## src/core/opu_pkg.sv

```systemverilog
// constants and register layout of the output protect unit
package opu_pkg;
    localparam int ADDR_W = 8;
    localparam int NUM_FAULT = 6;
    localparam int NUM_TPIN = 20;
    localparam int NUM_PPIN = 8;
    localparam int NUM_PAIR = 9;
    localparam int NUM_HIZEN = 22;
    localparam int NUM_STAT = 17;
    localparam int NUM_GRP = 5;
    // register byte offsets
    localparam logic [ADDR_W-1:0] OFS_CTRL = 8'h00;
    localparam logic [ADDR_W-1:0] OFS_INMODE = 8'h04;
    localparam logic [ADDR_W-1:0] OFS_ACTLVL = 8'h08;
    localparam logic [ADDR_W-1:0] OFS_HIZEN = 8'h0C;
    localparam logic [ADDR_W-1:0] OFS_STATUS = 8'h10;
    localparam logic [ADDR_W-1:0] OFS_CLEAR = 8'h14;
    localparam logic [ADDR_W-1:0] OFS_INTEN = 8'h18;
    localparam logic [ADDR_W-1:0] OFS_HALT = 8'h1C;
    // control register fields
    localparam int CTRL_FEN_LSB = 0;
    localparam int CTRL_SHORT1 = 6;
    localparam int CTRL_SHORT2 = 7;
    localparam int CTRL_GPIO = 8;
    localparam int CTRL_SW_LSB = 9;
    localparam int CTRL_W = 14;
    // status register fields
    localparam int ST_FAULT_LSB = 0;
    localparam int ST_SHORT_LSB = 6;
    localparam int ST_OSC = 15;
    localparam int ST_CMP = 16;
    // group index in software halt and halt status fields
    localparam int GRP_CH34 = 0;
    localparam int GRP_CH67 = 1;
    localparam int GRP_CH0 = 2;
    localparam int GRP_CH9 = 3;
    localparam int GRP_PWM = 4;
    // reset values
    localparam logic [CTRL_W-1:0] CTRL_RST = 14'h0000;
    localparam logic [2*NUM_FAULT-1:0] INMODE_RST = 12'h000;
    localparam logic [2*NUM_PAIR-1:0] ACTLVL_RST = 18'h3FFFF;
    localparam logic [NUM_HIZEN-1:0] HIZEN_RST = 22'h000000;
    localparam logic [NUM_STAT-1:0] INTEN_RST = 17'h00000;
    // fault input detection modes
    typedef enum logic [1:0] {
        MODE_EDGE = 2'b00,
        MODE_DIV8 = 2'b01,
        MODE_DIV16 = 2'b10,
        MODE_DIV128 = 2'b11
    } in_mode_t;
    localparam int DIV_W = 7;
    localparam int LOW_SAMPLES = 16;
    localparam int SAMP_W = 5;
endpackage : opu_pkg

```

## src/core/output_protect_unit.sv

```systemverilog
// output protect unit: fault detection and pin halt for timer and pwm outputs
`timescale 1ns/1ns
`default_nettype none
module output_protect_unit
    import opu_pkg::*;
(
    input wire logic clk,
    input wire logic rst,
    input wire logic psel,
    input wire logic penable,
    input wire logic pwrite,
    input wire logic [opu_pkg::ADDR_W-1:0] paddr,
    input wire logic [31:0] pwdata,
    output logic [31:0] prdata,
    output logic pready,
    output logic pslverr,
    input wire logic [opu_pkg::NUM_FAULT-1:0] faultInN,
    input wire logic oscStop,
    input wire logic cmpDetect,
    input wire logic [opu_pkg::NUM_TPIN-1:0] timerPinLvl,
    input wire logic [opu_pkg::NUM_PPIN-1:0] pwmPinLvl,
    output logic [opu_pkg::NUM_TPIN-1:0] timerHiz,
    output logic [opu_pkg::NUM_TPIN-1:0] timerGpio,
    output logic [opu_pkg::NUM_PPIN-1:0] pwmHiz,
    output logic [opu_pkg::NUM_PPIN-1:0] pwmGpio,
    output logic irq
);
    import opu_pkg::*;

    logic [CTRL_W-1:0] ctrl_r;
    logic [2*NUM_FAULT-1:0] inMode_r;
    logic [2*NUM_PAIR-1:0] actLvl_r;
    logic [NUM_HIZEN-1:0] hizEn_r;
    logic [NUM_STAT-1:0] status_r;
    logic [NUM_STAT-1:0] status_nxt;
    logic [NUM_STAT-1:0] intEn_r;
    logic [31:0] rdData_r;
    logic [NUM_FAULT-1:0] faultPrev_r;
    logic [DIV_W-1:0] div_r;
    logic [SAMP_W-1:0] lowCnt_r [NUM_FAULT];
    logic [NUM_TPIN-1:0] timerHiz_r;
    logic [NUM_TPIN-1:0] timerGpio_r;
    logic [NUM_PPIN-1:0] pwmHiz_r;
    logic [NUM_PPIN-1:0] pwmGpio_r;

    // bus decode
    wire logic wrEn = psel & penable & pwrite;
    wire logic setup = psel & ~penable;
    wire logic hitCtrl = (paddr == OFS_CTRL);
    wire logic hitMode = (paddr == OFS_INMODE);
    wire logic hitLvl = (paddr == OFS_ACTLVL);
    wire logic hitHiz = (paddr == OFS_HIZEN);
    wire logic hitStat = (paddr == OFS_STATUS);
    wire logic hitClr = (paddr == OFS_CLEAR);
    wire logic hitIen = (paddr == OFS_INTEN);
    wire logic hitHalt = (paddr == OFS_HALT);
    wire logic hitAny = hitCtrl | hitMode | hitLvl | hitHiz | hitStat | hitClr | hitIen
        | hitHalt;
    wire logic [NUM_STAT-1:0] clrReq = (wrEn & hitClr) ? pwdata[NUM_STAT-1:0] : '0;

    // control fields
    wire logic [NUM_FAULT-1:0] faultEn = ctrl_r[CTRL_FEN_LSB +: NUM_FAULT];
    wire logic shortEn1 = ctrl_r[CTRL_SHORT1];
    wire logic shortEn2 = ctrl_r[CTRL_SHORT2];
    wire logic gpioMode = ctrl_r[CTRL_GPIO];
    wire logic [NUM_GRP-1:0] swHalt = ctrl_r[CTRL_SW_LSB +: NUM_GRP];

    // sampling clock enables from one free-running divider
    wire logic tick8 = (div_r[2:0] == 3'h7);
    wire logic tick16 = (div_r[3:0] == 4'hF);
    wire logic tick128 = (div_r == 7'h7F);

    // fault input detection
    logic [NUM_FAULT-1:0] faultDet;
    logic [NUM_FAULT-1:0] sampTick;
    genvar gi;
    generate
        for (gi = 0; gi < NUM_FAULT; gi++) begin : g_in
            wire in_mode_t mode = in_mode_t'(inMode_r[2*gi +: 2]);
            wire logic low = ~faultInN[gi];
            assign sampTick[gi] = (mode == MODE_DIV8) ? tick8 :
                                  (mode == MODE_DIV16) ? tick16 :
                                  (mode == MODE_DIV128) ? tick128 : 1'b0;
            // sixteenth consecutive low sample, or a falling edge
            assign faultDet[gi] = (mode == MODE_EDGE) ? (faultPrev_r[gi] & low) :
                (sampTick[gi] & low
                 & (lowCnt_r[gi] == SAMP_W'(LOW_SAMPLES - 1)));
            always_ff @(posedge clk) begin
                if (rst) begin
                    lowCnt_r[gi] <= '0;
                end else if (mode == MODE_EDGE || !low) begin
                    lowCnt_r[gi] <= '0;
                end else if (sampTick[gi] && lowCnt_r[gi] != SAMP_W'(LOW_SAMPLES)) begin
                    lowCnt_r[gi] <= lowCnt_r[gi] + SAMP_W'(1);
                end
            end
        end
    endgenerate

    // monitored pairs: first pin index, second pin index
    logic [NUM_PAIR-1:0] pairA;
    logic [NUM_PAIR-1:0] pairB;
    assign pairA[0] = timerPinLvl[4];
    assign pairB[0] = timerPinLvl[5];
    assign pairA[1] = timerPinLvl[6];
    assign pairB[1] = timerPinLvl[8];
    assign pairA[2] = timerPinLvl[7];
    assign pairB[2] = timerPinLvl[9];
    assign pairA[3] = timerPinLvl[10];
    assign pairB[3] = timerPinLvl[11];
    assign pairA[4] = timerPinLvl[12];
    assign pairB[4] = timerPinLvl[14];
    assign pairA[5] = timerPinLvl[13];
    assign pairB[5] = timerPinLvl[15];
    assign pairA[6] = pwmPinLvl[0];
    assign pairB[6] = pwmPinLvl[1];
    assign pairA[7] = pwmPinLvl[2];
    assign pairB[7] = pwmPinLvl[3];
    assign pairA[8] = pwmPinLvl[4];
    assign pairB[8] = pwmPinLvl[5];

    logic [NUM_PAIR-1:0] shortNow;
    generate
        for (gi = 0; gi < NUM_PAIR; gi++) begin : g_pair
            // both pins at their programmed active level
            assign shortNow[gi] = (pairA[gi] == actLvl_r[2*gi])
                & (pairB[gi] == actLvl_r[2*gi+1]);
        end
    endgenerate

    // sticky flags: set wins, clear only once the cause is gone
    wire logic [NUM_STAT-1:0] setEv = {cmpDetect, oscStop, shortNow, faultDet};
    wire logic [NUM_STAT-1:0] cond = {cmpDetect, oscStop, shortNow, ~faultInN};
    assign status_nxt = setEv | (status_r & ~(clrReq & ~cond));

    wire logic [NUM_FAULT-1:0] faultFlag = status_r[ST_FAULT_LSB +: NUM_FAULT];
    wire logic [NUM_PAIR-1:0] shortFlag = status_r[ST_SHORT_LSB +: NUM_PAIR];
    wire logic inFault = |(faultFlag & faultEn);
    wire logic allHalt = inFault | status_r[ST_OSC] | status_r[ST_CMP];
    wire logic timerShort = shortEn1 & (|shortFlag[5:0]);
    wire logic pwmShort = shortEn2 & (|shortFlag[8:6]);

    logic [NUM_GRP-1:0] grpHalt;
    assign grpHalt[GRP_CH34] = allHalt | timerShort | swHalt[GRP_CH34];
    assign grpHalt[GRP_CH67] = allHalt | timerShort | swHalt[GRP_CH67];
    assign grpHalt[GRP_CH0] = allHalt | swHalt[GRP_CH0];
    assign grpHalt[GRP_CH9] = allHalt | swHalt[GRP_CH9];
    assign grpHalt[GRP_PWM] = allHalt | pwmShort | swHalt[GRP_PWM];

    // per-pin enables: ch0 A-D, ch3 BD, ch4 AC, ch4 BD, ch6 BD, ch7 AC, ch7 BD,
    // ch9 A-D, pwm0-3 A/B
    logic [NUM_TPIN-1:0] tPinEn;
    logic [NUM_TPIN-1:0] tPinGrp;
    assign tPinEn = {hizEn_r[13:10],
                     hizEn_r[9], hizEn_r[8], hizEn_r[9], hizEn_r[8],
                     hizEn_r[7], hizEn_r[7],
                     hizEn_r[6], hizEn_r[5], hizEn_r[6], hizEn_r[5],
                     hizEn_r[4], hizEn_r[4],
                     hizEn_r[3:0]};
    assign tPinGrp = {{4{grpHalt[GRP_CH9]}}, {6{grpHalt[GRP_CH67]}},
                      {6{grpHalt[GRP_CH34]}}, {4{grpHalt[GRP_CH0]}}};
    wire logic [NUM_TPIN-1:0] tHalt = tPinEn & tPinGrp;
    wire logic [NUM_PPIN-1:0] pHalt = hizEn_r[21:14] & {NUM_PPIN{grpHalt[GRP_PWM]}};

    // read mux
    logic [31:0] rdMux;
    assign rdMux = hitCtrl ? {18'h00000, ctrl_r} :
                   hitMode ? {20'h00000, inMode_r} :
                   hitLvl ? {14'h0000, actLvl_r} :
                   hitHiz ? {10'h000, hizEn_r} :
                   hitStat ? {15'h0000, status_r} :
                   hitIen ? {15'h0000, intEn_r} :
                   hitHalt ? {27'h0000000, grpHalt} : 32'h00000000;

    always_ff @(posedge clk) begin
        if (rst) begin
            ctrl_r <= CTRL_RST;
            inMode_r <= INMODE_RST;
            actLvl_r <= ACTLVL_RST;
            hizEn_r <= HIZEN_RST;
            intEn_r <= INTEN_RST;
        end else if (wrEn) begin
            if (hitCtrl) ctrl_r <= pwdata[CTRL_W-1:0];
            if (hitMode) inMode_r <= pwdata[2*NUM_FAULT-1:0];
            if (hitLvl) actLvl_r <= pwdata[2*NUM_PAIR-1:0];
            if (hitHiz) hizEn_r <= pwdata[NUM_HIZEN-1:0];
            if (hitIen) intEn_r <= pwdata[NUM_STAT-1:0];
        end
    end

    always_ff @(posedge clk) begin
        if (rst) begin
            status_r <= '0;
            // idle level of the active-low inputs
            faultPrev_r <= '1;
            div_r <= '0;
            rdData_r <= 32'h00000000;
        end else begin
            status_r <= status_nxt;
            faultPrev_r <= faultInN;
            div_r <= div_r + DIV_W'(1);
            if (setup) rdData_r <= rdMux;
        end
    end

    // halted pins: high impedance or handed back to general I/O
    always_ff @(posedge clk) begin
        if (rst) begin
            timerHiz_r <= '0;
            timerGpio_r <= '0;
            pwmHiz_r <= '0;
            pwmGpio_r <= '0;
        end else begin
            timerHiz_r <= tHalt & {NUM_TPIN{~gpioMode}};
            timerGpio_r <= tHalt & {NUM_TPIN{gpioMode}};
            pwmHiz_r <= pHalt & {NUM_PPIN{~gpioMode}};
            pwmGpio_r <= pHalt & {NUM_PPIN{gpioMode}};
        end
    end

    assign timerHiz = timerHiz_r;
    assign timerGpio = timerGpio_r;
    assign pwmHiz = pwmHiz_r;
    assign pwmGpio = pwmGpio_r;
    assign irq = |(status_r & intEn_r);
    assign prdata = rdData_r;
    assign pready = 1'b1;
    assign pslverr = psel & penable & ~hitAny;
endmodule : output_protect_unit
`default_nettype wire

```

## config.mk

```make
export PLATFORM = sky130hd
export DESIGN_NAME = output_protect_unit
export DESIGN_NICKNAME = d
export VERILOG_FILES = /design/src/core/opu_pkg.sv /design/src/core/output_protect_unit.sv
export SDC_FILE = /design/constraint.sdc
export NUM_CORES = 1
export LEC_CHECK = 0
export ABC_AREA = 1
export BUFFER_PORTS_ARGS = -buffer_cell sky130_fd_sc_hd__buf_4
export CAP_MARGIN = 10
export CORE_ASPECT_RATIO = 2
export CORE_MARGIN = 4
export CORE_UTILIZATION = 45
export DETAILED_ROUTE_END_ITERATION = 6
export GPL_TIMING_DRIVEN = 1
export PLACE_DENSITY_LB_ADDON = 0.12
export SETUP_SLACK_MARGIN = 0.3
export SLEW_MARGIN = 20
export SYNTH_ARGS = -nofsm -noshare
export SYNTH_HDL_FRONTEND = slang
export SYNTH_SLANG_ARGS = --single-unit
```

## constraint.sdc

```tcl
create_clock -name clk -period 2.1 [get_ports clk]
set_clock_uncertainty 0.2 [all_clocks]
set_input_delay 0.21 -clock clk [delete_from_list [all_inputs] [get_ports clk]]
set_output_delay 0.21 -clock clk [all_outputs]
set_load 0.02 [all_outputs]
```

==> reports/results.txt, run 1 <==
PD cells = 678 nW/um^2
Status = finished, violations left
Die Y = 211 um
Cells after Synth = 1147
Final worst-path cycle share = 1.03
Xor/xnor share of the synthesized area = 0.0226
Global-route wire length before repair = 41800 um
Die width = 110 um
CTS Buffer Depth = 3
I/O pins = 172
Async SR Flop Fraction = 0
Wire per inst = 16.7 um
Via Count = 8349
Top FF cell, synth = dfxtp_1
Setup CP Type = flip-flop to output pin
ANT nets after route = 0
Synthesized flop and latch total = 209
Max_slew headroom = 0.561
DP HPWL = 19700 um
Final WS setup = -0.0671 ns
1st-pass router iterations = 5
Largest family of logic cells by synthesized area = simple AND/OR/NAND/NOR gates
Gr usage total = 0.233
Hold crit path type = primary input to flip-flop
Synth unique cells = 46
Max Cap Viol = 0
Failing checks = setup timing
Rows = 74
CP arrival = 1.76 ns
Mapped Area = 9310 sq um
CTS buffer count = 20
Seq pwr share = 0.487
PnR Total Power = 8.50 mW
Clock power share = 0.439
Switching portion of total power = 0.231
Initial antenna violation count = 0
NetSw = 1.97 mW
Commonest non-fill, non-tap cell in the layout = buf_4
Floorplan core area = 20400 sq um
Highest-count cells in the layout ignoring fill and taps = buf_4, dfxtp_1, nand2_1
Drt via density = 5.10
Post-synth top area cell = dfxtp_1
Syn avg cell area = 8.11 sq um
Die Area = 23200 sq um
RSZ-0062 raised after global routing = yes
Adder-cell share of the synthesized area = 0.0269
Area grow syn2layout = 34.7%
Comb power frac = 0.074
Skew-Pair Late Insertion Delay = 0.50 ns
R2r setup slk = 0.08 ns
Crit path launch type = flip-flop
CTS tree = built
FMAX = 461 MHz
Synth warn = 0
PortBufs = 140
Synth area leaders = dfxtp_1, edfxtp_1, nand2_1, nor2_1, a21oi_1
WL final = 27300 um
Static Leak = 5.26 nW
Antenna diodes = 0
Gr ovfl total = 0
Synth top area share = 0.385
Residual DRC = 0
Critical Path End Type = output pin
Synth Area in Simple Gates = 0.203
Largest net degree at the start of global routing = 48
Hold Fails Final Rpt = 0
Peak VDD IR = 0.675 mV
Hold Worst Slack = 0.0248 ns
Reg clk slew, reported paths = 0.07 ns
Post-layout nets = 1458
Slew Limit Fails = 0
Worst path required time = 1.69 ns
Initial DRC Count = 471
Clock sink count = 209
Fillers = 1827
Post-synth EDFFs = 30
CP max FO = 3
Post-synthesis mux area share = 0
Fraction of layout instances using a drive strength above 1 = 0.258
Tmin final = 2.17 ns
H-tree depth = 1
Endpoints failing setup = 1
Compound-gate portion of the synthesized area = 0.165
Number of global-route vias before repair = 8079
Worst Max-Slew Pin Slew = 0.659 ns
Gpl congestion = 0.962
Power Internal = 6.53 mW
Post-synthesis sequential area ratio = 0.482
Starting Density = 0.457
Root Buffer = clkbuf_16
## final timing paths
path           startpoint        endpoint  cells after the start
max          status_r[15]             irq                      6
min              paddr[4]     inMode_r[5]                      5
max reg2reg      div_r[1]  lowCnt_r[1][3]                      7
min reg2reg    prdata[19]      prdata[19]                      2
## per-layer routing
| metal | global-route usage | wire, um | vias up |
|---|---|---|---|
| met5 | 0 | 0 | - |
| met4 | 0.118 | 1240 | 0 |
| met3 | 0.0314 | 1460 | 69 |
| met2 | 0.399 | 14000 | 261 |
| met1 | 0.280 | 10600 | 3871 |
| li1 | - | - | 4148 |
## what timing repair did
action,4_1_cts,5_1_grt
hold buffers,56,0
hold endpoints to repair,113,0
setup buffers,7,3
setup endpoints to repair,70,114
gates resized for setup,46,79
pin swaps,16,17
## power by group through the flow
stage	registers [mW]	logic, mW	clock network (mW)
final	4.14	0.631	3.73
after floorplan	4.23	0.265	0
after detailed placement	4.23	0.514	0
after global placement	4.23	0.511	0
after CTS	4.14	0.616	3.81
after global routing	4.14	0.686	3.94
## logic make-up (layout without fill, tap and decap cells)
kind of cell               count (synthesis)  in the layout
other                                      2             11
AOI/OAI and AO/OA                        256            256
adders and majority gates                 20             20
buffers and inverters                    205            420
DFF                                      209            209
xor gates and xnor gates                  24             24
and+or+nand+nor                          431            431
## worst max-delay path, stage by stage, from the launching register on
cell	delay [ns]
dfxtp_2	0.33
buf_6	0.12
nand2_4	0.07
o2111ai_4	0.11
nor4_4	0.32
o21ai_1	0.14
buf_4	0.18
## cell usage after synthesis, types with 2 or more instances
library cell,number
xnor2_1,18
a31oi_1,14
clkbuf_1,20
buf_2,13
xor2_1,6
a211oi_1,11
nand4_1,17
inv_2,12
dfxtp_1,179
o21ai_1,21
o211ai_2,12
inv_1,124
o2111ai_1,5
nand2_2,7
nor2_1,168
nand2_1,177
a31oi_2,2
nand3_1,34
a21oi_1,97
nor3b_2,6
o21ai_0,69
nand3_2,3
o221ai_1,6
buf_4,30
edfxtp_1,30
nor2_4,6
buf_6,2
nor2_2,6
or2_1,2
conb_1,2
o311ai_2,2
o211ai_1,13
ha_1,20
## flip-flops by register name, indices dropped and copies added (netlist names)
signal / cells
actLvl_r: 18
div_r: 7
timerGpio: 14
timerHiz: 14
pwmGpio: 8
prdata: 22
faultPrev_r: 6
status_r: 17
hizEn_r: 22
ctrl_r: 14
lowCnt_r: 30
pwmHiz: 8
inMode_r: 12
intEn_r: 17
## final cells by class
cell class                      count  area [sq um]  share of cell area
Clock buffer                       30           609              0.0486
Clock inverter                      6          70.1             0.00559
Inverter                          138           523              0.0417
Multi-Input combinational cell    742          4420               0.352
Sequential cell                   209          4500               0.359
Tap cell                          266           333              0.0265
Timing Repair Buffer              246          2090               0.166
## through the flow
stage | cell area (sq um) | setup slack (ns) | std cells | util | TNS, ns
finish | 12500 | -0.0671 | 1637 | 0.615 | -0.0671
detailed placement | 10700 | -0.00898 | 1535 | 0.528 | -0.0883
floorplan | 9420 | 0.152 | 1156 | - | 0
global placement | 10700 | 0.0299 | 1535 | 0.528 | 0
global route | 12500 | -0.116 | 1637 | 0.615 | -0.154
CTS | 12200 | -0.0752 | 1634 | 0.601 | -0.357
Power figures use the tool's default switching activity.
==> run 2: changes to the inputs <==
- BUFFER_PORTS_ARGS: -buffer_cell sky130_fd_sc_hd__buf_4 -> unset
- DONT_BUFFER_PORTS: unset -> 1
==> reports/results.txt, run 2 (synthesized netlist as in run 1, its figures left out) <==
Initial antenna violation count = 1 (was 0)
Gr usage total = 0.244 (was 0.233)
CTS tree = built (unchanged)
1st-pass router iterations = 5 (unchanged)
Largest net degree at the start of global routing = 48 (unchanged)
Fraction of layout instances using a drive strength above 1 = 0.193 (was 0.258)
Worst path required time = 1.69 ns (about the same)
Hold crit path type = primary input to flip-flop (unchanged)
Max Cap Viol = 0 (unchanged)
Met1 wire length = 10700 um (was 10600 um)
CP peak stage delay = 0.33 ns (about the same)
PnR Total Power = 8.54 mW (was 8.50 mW)
Critical Path End Type = output pin (unchanged)
Max_slew headroom = 0.647 (was 0.561)
Non-filler cells, final = 1521 (was 1637)
Endpoints failing setup = 1 (unchanged)
Design area = 11800 sq um (was 12500 sq um)
Placed cell area = 9670 sq um (was 10700 sq um)
R2r worst-path depth = 7 (unchanged)
Die Area = 23200 sq um (unchanged)
Max reg flops = 30 (unchanged)
CP arrival = 1.72 ns (was 1.76 ns)
Static Leak = 4.83 nW (was 5.26 nW)
Hold depth = 4 (was 5)
Wire per inst = 18.6 um (was 16.7 um)
Hold Worst Slack = 0.0177 ns (was 0.0248 ns)
H-tree depth = 1 (unchanged)
Commonest non-fill, non-tap cell in the layout = dfxtp_1 (was buf_4)
Peak VDD IR = 0.645 mV (was 0.675 mV)
DP HPWL = 19600 um (was 19700 um)
FMAX = 470 MHz (was 461 MHz)
Number of global-route vias before repair = 8052 (was 8079)
Slew Limit Fails = 0 (unchanged)
Reg clk slew, reported paths = 0.07 ns (about the same)
Tmin final = 2.13 ns (was 2.17 ns)
Die width = 110 um (unchanged)
Gpl congestion = 0.855 (was 0.962)
ANT nets after route = 0 (unchanged)
Final WS setup = -0.0275 ns (was -0.0671 ns)
Final core area utilization = 0.581 (was 0.615)
Worst Max-Slew Pin Slew = 0.526 ns (was 0.659 ns)
Final worst-path cycle share = 1.01 (was 1.03)
PD cells = 721 nW/um^2 (was 678 nW/um^2)
WP buf/inv = 1 (was 2)
Gr ovfl total = 0 (unchanged)
Post-layout nets = 1342 (was 1458)
Critical path startpoint = status_r[5] (was status_r[15])
Setup_tns = -0.0275 ns (was -0.0671 ns)
CTS Buffer Depth = 3 (unchanged)
Met3 WL = 1730 um (was 1460 um)
Top delay family on crit path = simple AND/OR/NAND/NOR gates (unchanged)
Drt via density = 5.28 (was 5.10)
Rows = 74 (unchanged)
Starting Density = 0.457 (unchanged)
Critical-path cell list = nand2_1 -> o2111ai_4 -> nor4_4 -> o21ai_1 -> buf_4 (was buf_6 -> nand2_4 -> o2111ai_4 -> nor4_4 -> o21ai_1 -> buf_4)
R2r setup slk = 0.06 ns (was 0.08 ns)
WL final = 28300 um (was 27300 um)
Post-Place Cells = 1393 (was 1535)
Residual DRC = 0 (unchanged)
Via Count = 8037 (was 8349)
Status = finished, violations left (unchanged)
CP max stage cell = dfxtp_1 (was dfxtp_2)
CP max FO = 3 (unchanged)
Clock sink count = 209 (unchanged)
Setup CP Type = flip-flop to output pin (unchanged)
Pre-CTS setup slack = -0.0113 ns (was -0.00898 ns)
RSZ-0062 raised after global routing = yes (unchanged)
Max Used Layer = met4 (unchanged)
Hold_sp = rst (was paddr[4])
Crit path launch type = flip-flop (unchanged)
Root Buffer = clkbuf_16 (unchanged)
Crit Reg-Reg Startpoint = div_r[0] (was div_r[1])
CTS buffer count = 20 (unchanged)
Met2 Routed Length = 14500 um (was 14000 um)
Area grow syn2layout = 27.3% (was 34.7%)
PortBufs = 0 (was 140)
Global-route wire length before repair = 43600 um (was 41800 um)
Skew-Pair Late Insertion Delay = 0.51 ns (was 0.50 ns)
I/O pins = 172 (unchanged)
Top reg by flops = lowCnt_r (unchanged)
Failing checks = setup timing (unchanged)
Initial DRC Count = 540 (was 471)
Highest-count cells in the layout ignoring fill and taps = dfxtp_1, nand2_1, nor2_1 (was buf_4, dfxtp_1, nand2_1)
Floorplan core area = 20400 sq um (unchanged)
Hold Fails Final Rpt = 0 (unchanged)
Worst r2r dst = lowCnt_r[1][0] (was lowCnt_r[1][3])
Die Y = 211 um (unchanged)
Worst hold endpoint = timerHiz[19] (was inMode_r[5])
## run 2: cell types whose count changed in the layout (fill, tap and decap cells not counted), sizes merged
cell / delta
dlymetal6s4s: +6
buf: -133
diode: +2
bufinv: +2
dlygate4sd3: +10
clkbuf: -6
inv: -2
dlymetal6s2s: +1
clkinv: +4
## run 2: worst register-to-register path, delay by kind of cell (launching register included)
family	cells	cell delay, ns
flip-flops	1	0.35
AO/OA/AOI/OAI	2	0.37
AND/OR/NAND/NOR	4	0.65
adder cells (fa/ha/maj)	1	0.17
## run 2: worst max-delay path by stage
| stage | to | cells past startpoint | slack [ns] |
|---|---|---|---|
| after global routing | irq | 5 | -0.11 |
| after detailed placement | lowCnt_r[2][0] | 7 | -0.01 |
| after CTS | irq | 5 | -0.05 |
| after global placement | lowCnt_r[0][0] | 7 | 0.03 |
| final | irq | 5 | -0.03 |
| after floorplan | lowCnt_r[0][0] | 7 | 0.15 |
## run 2: metal layers
layer | up-vias | GRT usage
li1 | 3934 | -
met1 | 3743 | 0.286
met2 | 282 | 0.421
met3 | 78 | 0.0430
met4 | 0 | 0.121
met5 | - | 0
## run 2: cell type report
| type | count | area [sq um] |
|---|---|---|
| Sequential cell | 209 | 4510 |
| Timing Repair Buffer | 130 | 1320 |
| Tap cell | 266 | 333 |
| Multi-Input combinational cell | 742 | 4470 |
| Fill cell | 1906 | 8530 |
| Clock inverter | 10 | 125 |
| Clock buffer | 24 | 557 |
| Inverter | 138 | 523 |
| Antenna cell | 2 | 5.00 |
## run 2: timing repair
item / in CTS / in global routing
setup endpoints to repair: 71 / 157
endpoints found under the hold margin: 188 / 0
buffers inserted: 10 / 7
pin swaps: 19 / 28
hold buffers: 75 / 0
resized for setup: 57 / 109
## run 2: power breakdown
part / switching, mW / leakage, nW / internal, mW
clock network: 1.57 / 0.344 / 2.25
registers: 0.0692 / 1.83 / 4.10
logic: 0.318 / 2.66 / 0.236
==> run 3: changes to the inputs <==
- CORE_UTILIZATION: 45 -> 35
- clock period: 2.1 -> 2.3 ns (I/O delays scaled with it)
==> reports/results.txt, run 3 (synthesized netlist as in run 1, its figures left out) <==
Die Area = 29400 sq um (was 23200 sq um)
CTS buffer count = 21 (was 20)
RSZ-0062 raised after global routing = yes (unchanged)
Final worst-path cycle share = 0.916
CP arrival = 2.12 ns (was 1.72 ns)
Residual DRC = 0 (unchanged)
Skew-Pair Late Insertion Delay = 0.51 ns (about the same)
Critical Path End Type = flip-flop (was output pin)
Floorplan core area = 26300 sq um (was 20400 sq um)
DP HPWL = 21200 um (was 19600 um)
I/O pins = 172 (unchanged)
Static Leak = 4.57 nW (was 4.83 nW)
CTS Buffer Depth = 3 (unchanged)
CTS tree = built (unchanged)
Top reg by flops = lowCnt_r (unchanged)
Seq pwr share = 0.498 (was 0.488)
Highest-count cells in the layout ignoring fill and taps = dfxtp_1, nand2_1, nor2_1 (unchanged)
Comb power frac = 0.059 (was 0.065)
Hold Fails Final Rpt = 8 (was 0)
Endpoints failing setup = 0 (was 1)
Gpl congestion = 0.857 (was 0.855)
Clock sink count = 209 (unchanged)
Setup_tns = 0 ns (was -0.0275 ns)
Fraction of layout instances using a drive strength above 1 = 0.157 (was 0.193)
Drt via density = 4.92 (was 5.28)
1st-pass router iterations = 5 (unchanged)
Peak VDD IR = 0.481 mV (was 0.645 mV)
NetSw = 1.78 mW (was 1.96 mW)
Number of global-route vias before repair = 7800 (was 8052)
Post-layout nets = 1327 (was 1342)
Max_slew headroom = 0.287 (was 0.647)
Status = finished, violations left (unchanged)
Critical-path cell list = ha_4 -> nand2_4 -> nor3b_4 -> nand2_4 -> buf_12 -> a31oi_4 -> o311ai_4 -> nand2_2 (was nand2_1 -> o2111ai_4 -> nor4_4 -> o21ai_1 -> buf_4)
Hold Worst Slack = -0.0460 ns (was 0.0177 ns)
Die width = 123 um (was 110 um)
Initial DRC Count = 331 (was 540)
Wire per inst = 18.7 um (was 18.6 um)
Max Cap Viol = 0 (unchanged)
Slew Limit Fails = 0 (unchanged)
Power Internal = 5.87 mW (was 6.59 mW)
Failing checks = hold timing (was setup timing)
Worst path required time = 2.31 ns (was 1.69 ns)
Reg clk slew, reported paths = 0.06 ns (was 0.07 ns)
Rows = 84 (was 74)
PD cells = 665 nW/um^2 (was 721 nW/um^2)
Gr usage total = 0.200 (was 0.244)
Max reg flops = 30 (unchanged)
Cell seen most often among critical-path stages = nand2_4
CP peak stage delay = 0.35 ns (was 0.33 ns)
Area grow syn2layout = 23.6% (was 27.3%)
WL final = 29600 um (was 28300 um)
H-tree depth = 1 (unchanged)
Worst Max-Slew Pin Slew = 1.07 ns (was 0.526 ns)
ANT nets after route = 0 (unchanged)
CP max FO = 5 (was 3)
Fillers = 2685 (was 1906)
Via Count = 7803 (was 8037)
Starting Density = 0.354 (was 0.457)
Clock power share = 0.443 (was 0.447)
Die Y = 239 um (was 211 um)
PnR Total Power = 7.65 mW (was 8.54 mW)
Initial antenna violation count = 2 (was 1)
Tmin final = 2.11 ns
PortBufs = 0 (unchanged)
CP max stage cell = dfxtp_2 (was dfxtp_1)
Global-route wire length before repair = 44800 um (was 43600 um)
Crit path launch type = flip-flop (unchanged)
Largest net degree at the start of global routing = 69 (was 48)
FMAX = 475 MHz
Switching portion of total power = 0.233 (was 0.229)
Setup CP Type = flip-flop to flip-flop (was flip-flop to output pin)
Root Buffer = clkbuf_16 (unchanged)
Hold crit path type = primary input to flip-flop (unchanged)
Gr ovfl total = 0 (unchanged)
Commonest non-fill, non-tap cell in the layout = dfxtp_1 (unchanged)
==> run 3: cell types whose count changed in the layout (fill, tap and decap cells not counted), sizes merged <==
cell / before / now
dlymetal6s4s: 8 / 1
buf: 57 / 51
clkbuf: 24 / 30
inv: 138 / 137
dlygate4sd3: 64 / 62
bufinv: 3 / 1
dlymetal6s2s: 1 / 0
==> run 3: path summary, 6_finish.rpt <==
path                     from              to  slack [ns]  cells after the start
setup reg to reg     div_r[1]  lowCnt_r[3][4]        0.19                      8
hold reg to reg   intEn_r[13]     intEn_r[13]        0.27                      2
hold / removal           psel      prdata[21]       -0.05                      4
setup / recovery     div_r[1]  lowCnt_r[3][4]        0.19                      8
==> run 3: timing repair <==
action / CTS / global route
hold endpoints to repair: 170 / 0
setup buffers: 5 / 7
setup endpoints to repair: 64 / 80
hold buffers: 67 / 0
pin swaps: 13 / 7
resized for setup: 54 / 40
==> run 3: routing by layer <==
layer / wire length (um) / vias to the layer above / part of all wire / track usage
met2: 15400 / 214 / 0.52 / 0.363
li1: - / 3906 / - / -
met3: 1330 / 61 / 0.045 / 0.0275
met1: 11500 / 3622 / 0.39 / 0.227
met5: 0 / - / 0 / 0
met4: 1370 / 0 / 0.046 / 0.0921
==> run 3: final cells by class <==
class,instances,area [sq um],share of cell area
diodes,2,5.00,0.000435
clock buffers,30,609,0.0530
clock inverters,7,57.6,0.00500
inverters,138,526,0.0457
multi-input cells,742,4230,0.368
flip-flops and latches,209,4500,0.391
well taps,344,430,0.0374
repair buffers,114,1140,0.0994
==> run 3: stage by stage <==
stage | hold WS (ns) | cell area, sq um | instances | setup slack [ns] | utilization
2_1_floorplan | 0.149 | 9340 | 1156 | 0.302 | -
3_3_place_gp | 0.113 | 9680 | 1470 | 0.0273 | 0.369
3_5_place_dp | 0.113 | 9680 | 1470 | 0.0235 | 0.369
4_1_cts | 0.0150 | 11300 | 1579 | 0.169 | 0.429
5_1_grt | 0.00296 | 11500 | 1585 | 0.103 | 0.438
6_report | -0.0460 | 11500 | 1586 | 0.194 | 0.438
==> run 3: worst max-delay path: cells and delay by family (launching register included) <==
family / cells / cell delay, ns
flip-flops: 1 / 0.35
AO/OA/AOI/OAI: 2 / 0.31
adder cells (fa/ha/maj): 1 / 0.16
AND/OR/NAND/NOR: 4 / 0.62
buffers and inverters: 1 / 0.16
==> run 3: power groups by stage <==
stage / logic [mW] / clock network [mW] / registers [mW]
3_5_place_dp: 0.297 / 0 / 3.88
3_3_place_gp: 0.296 / 0 / 3.88
2_1_floorplan: 0.240 / 0 / 3.86
4_1_cts: 0.456 / 3.48 / 3.81
6_report: 0.455 / 3.39 / 3.81
5_1_grt: 0.501 / 3.60 / 3.81
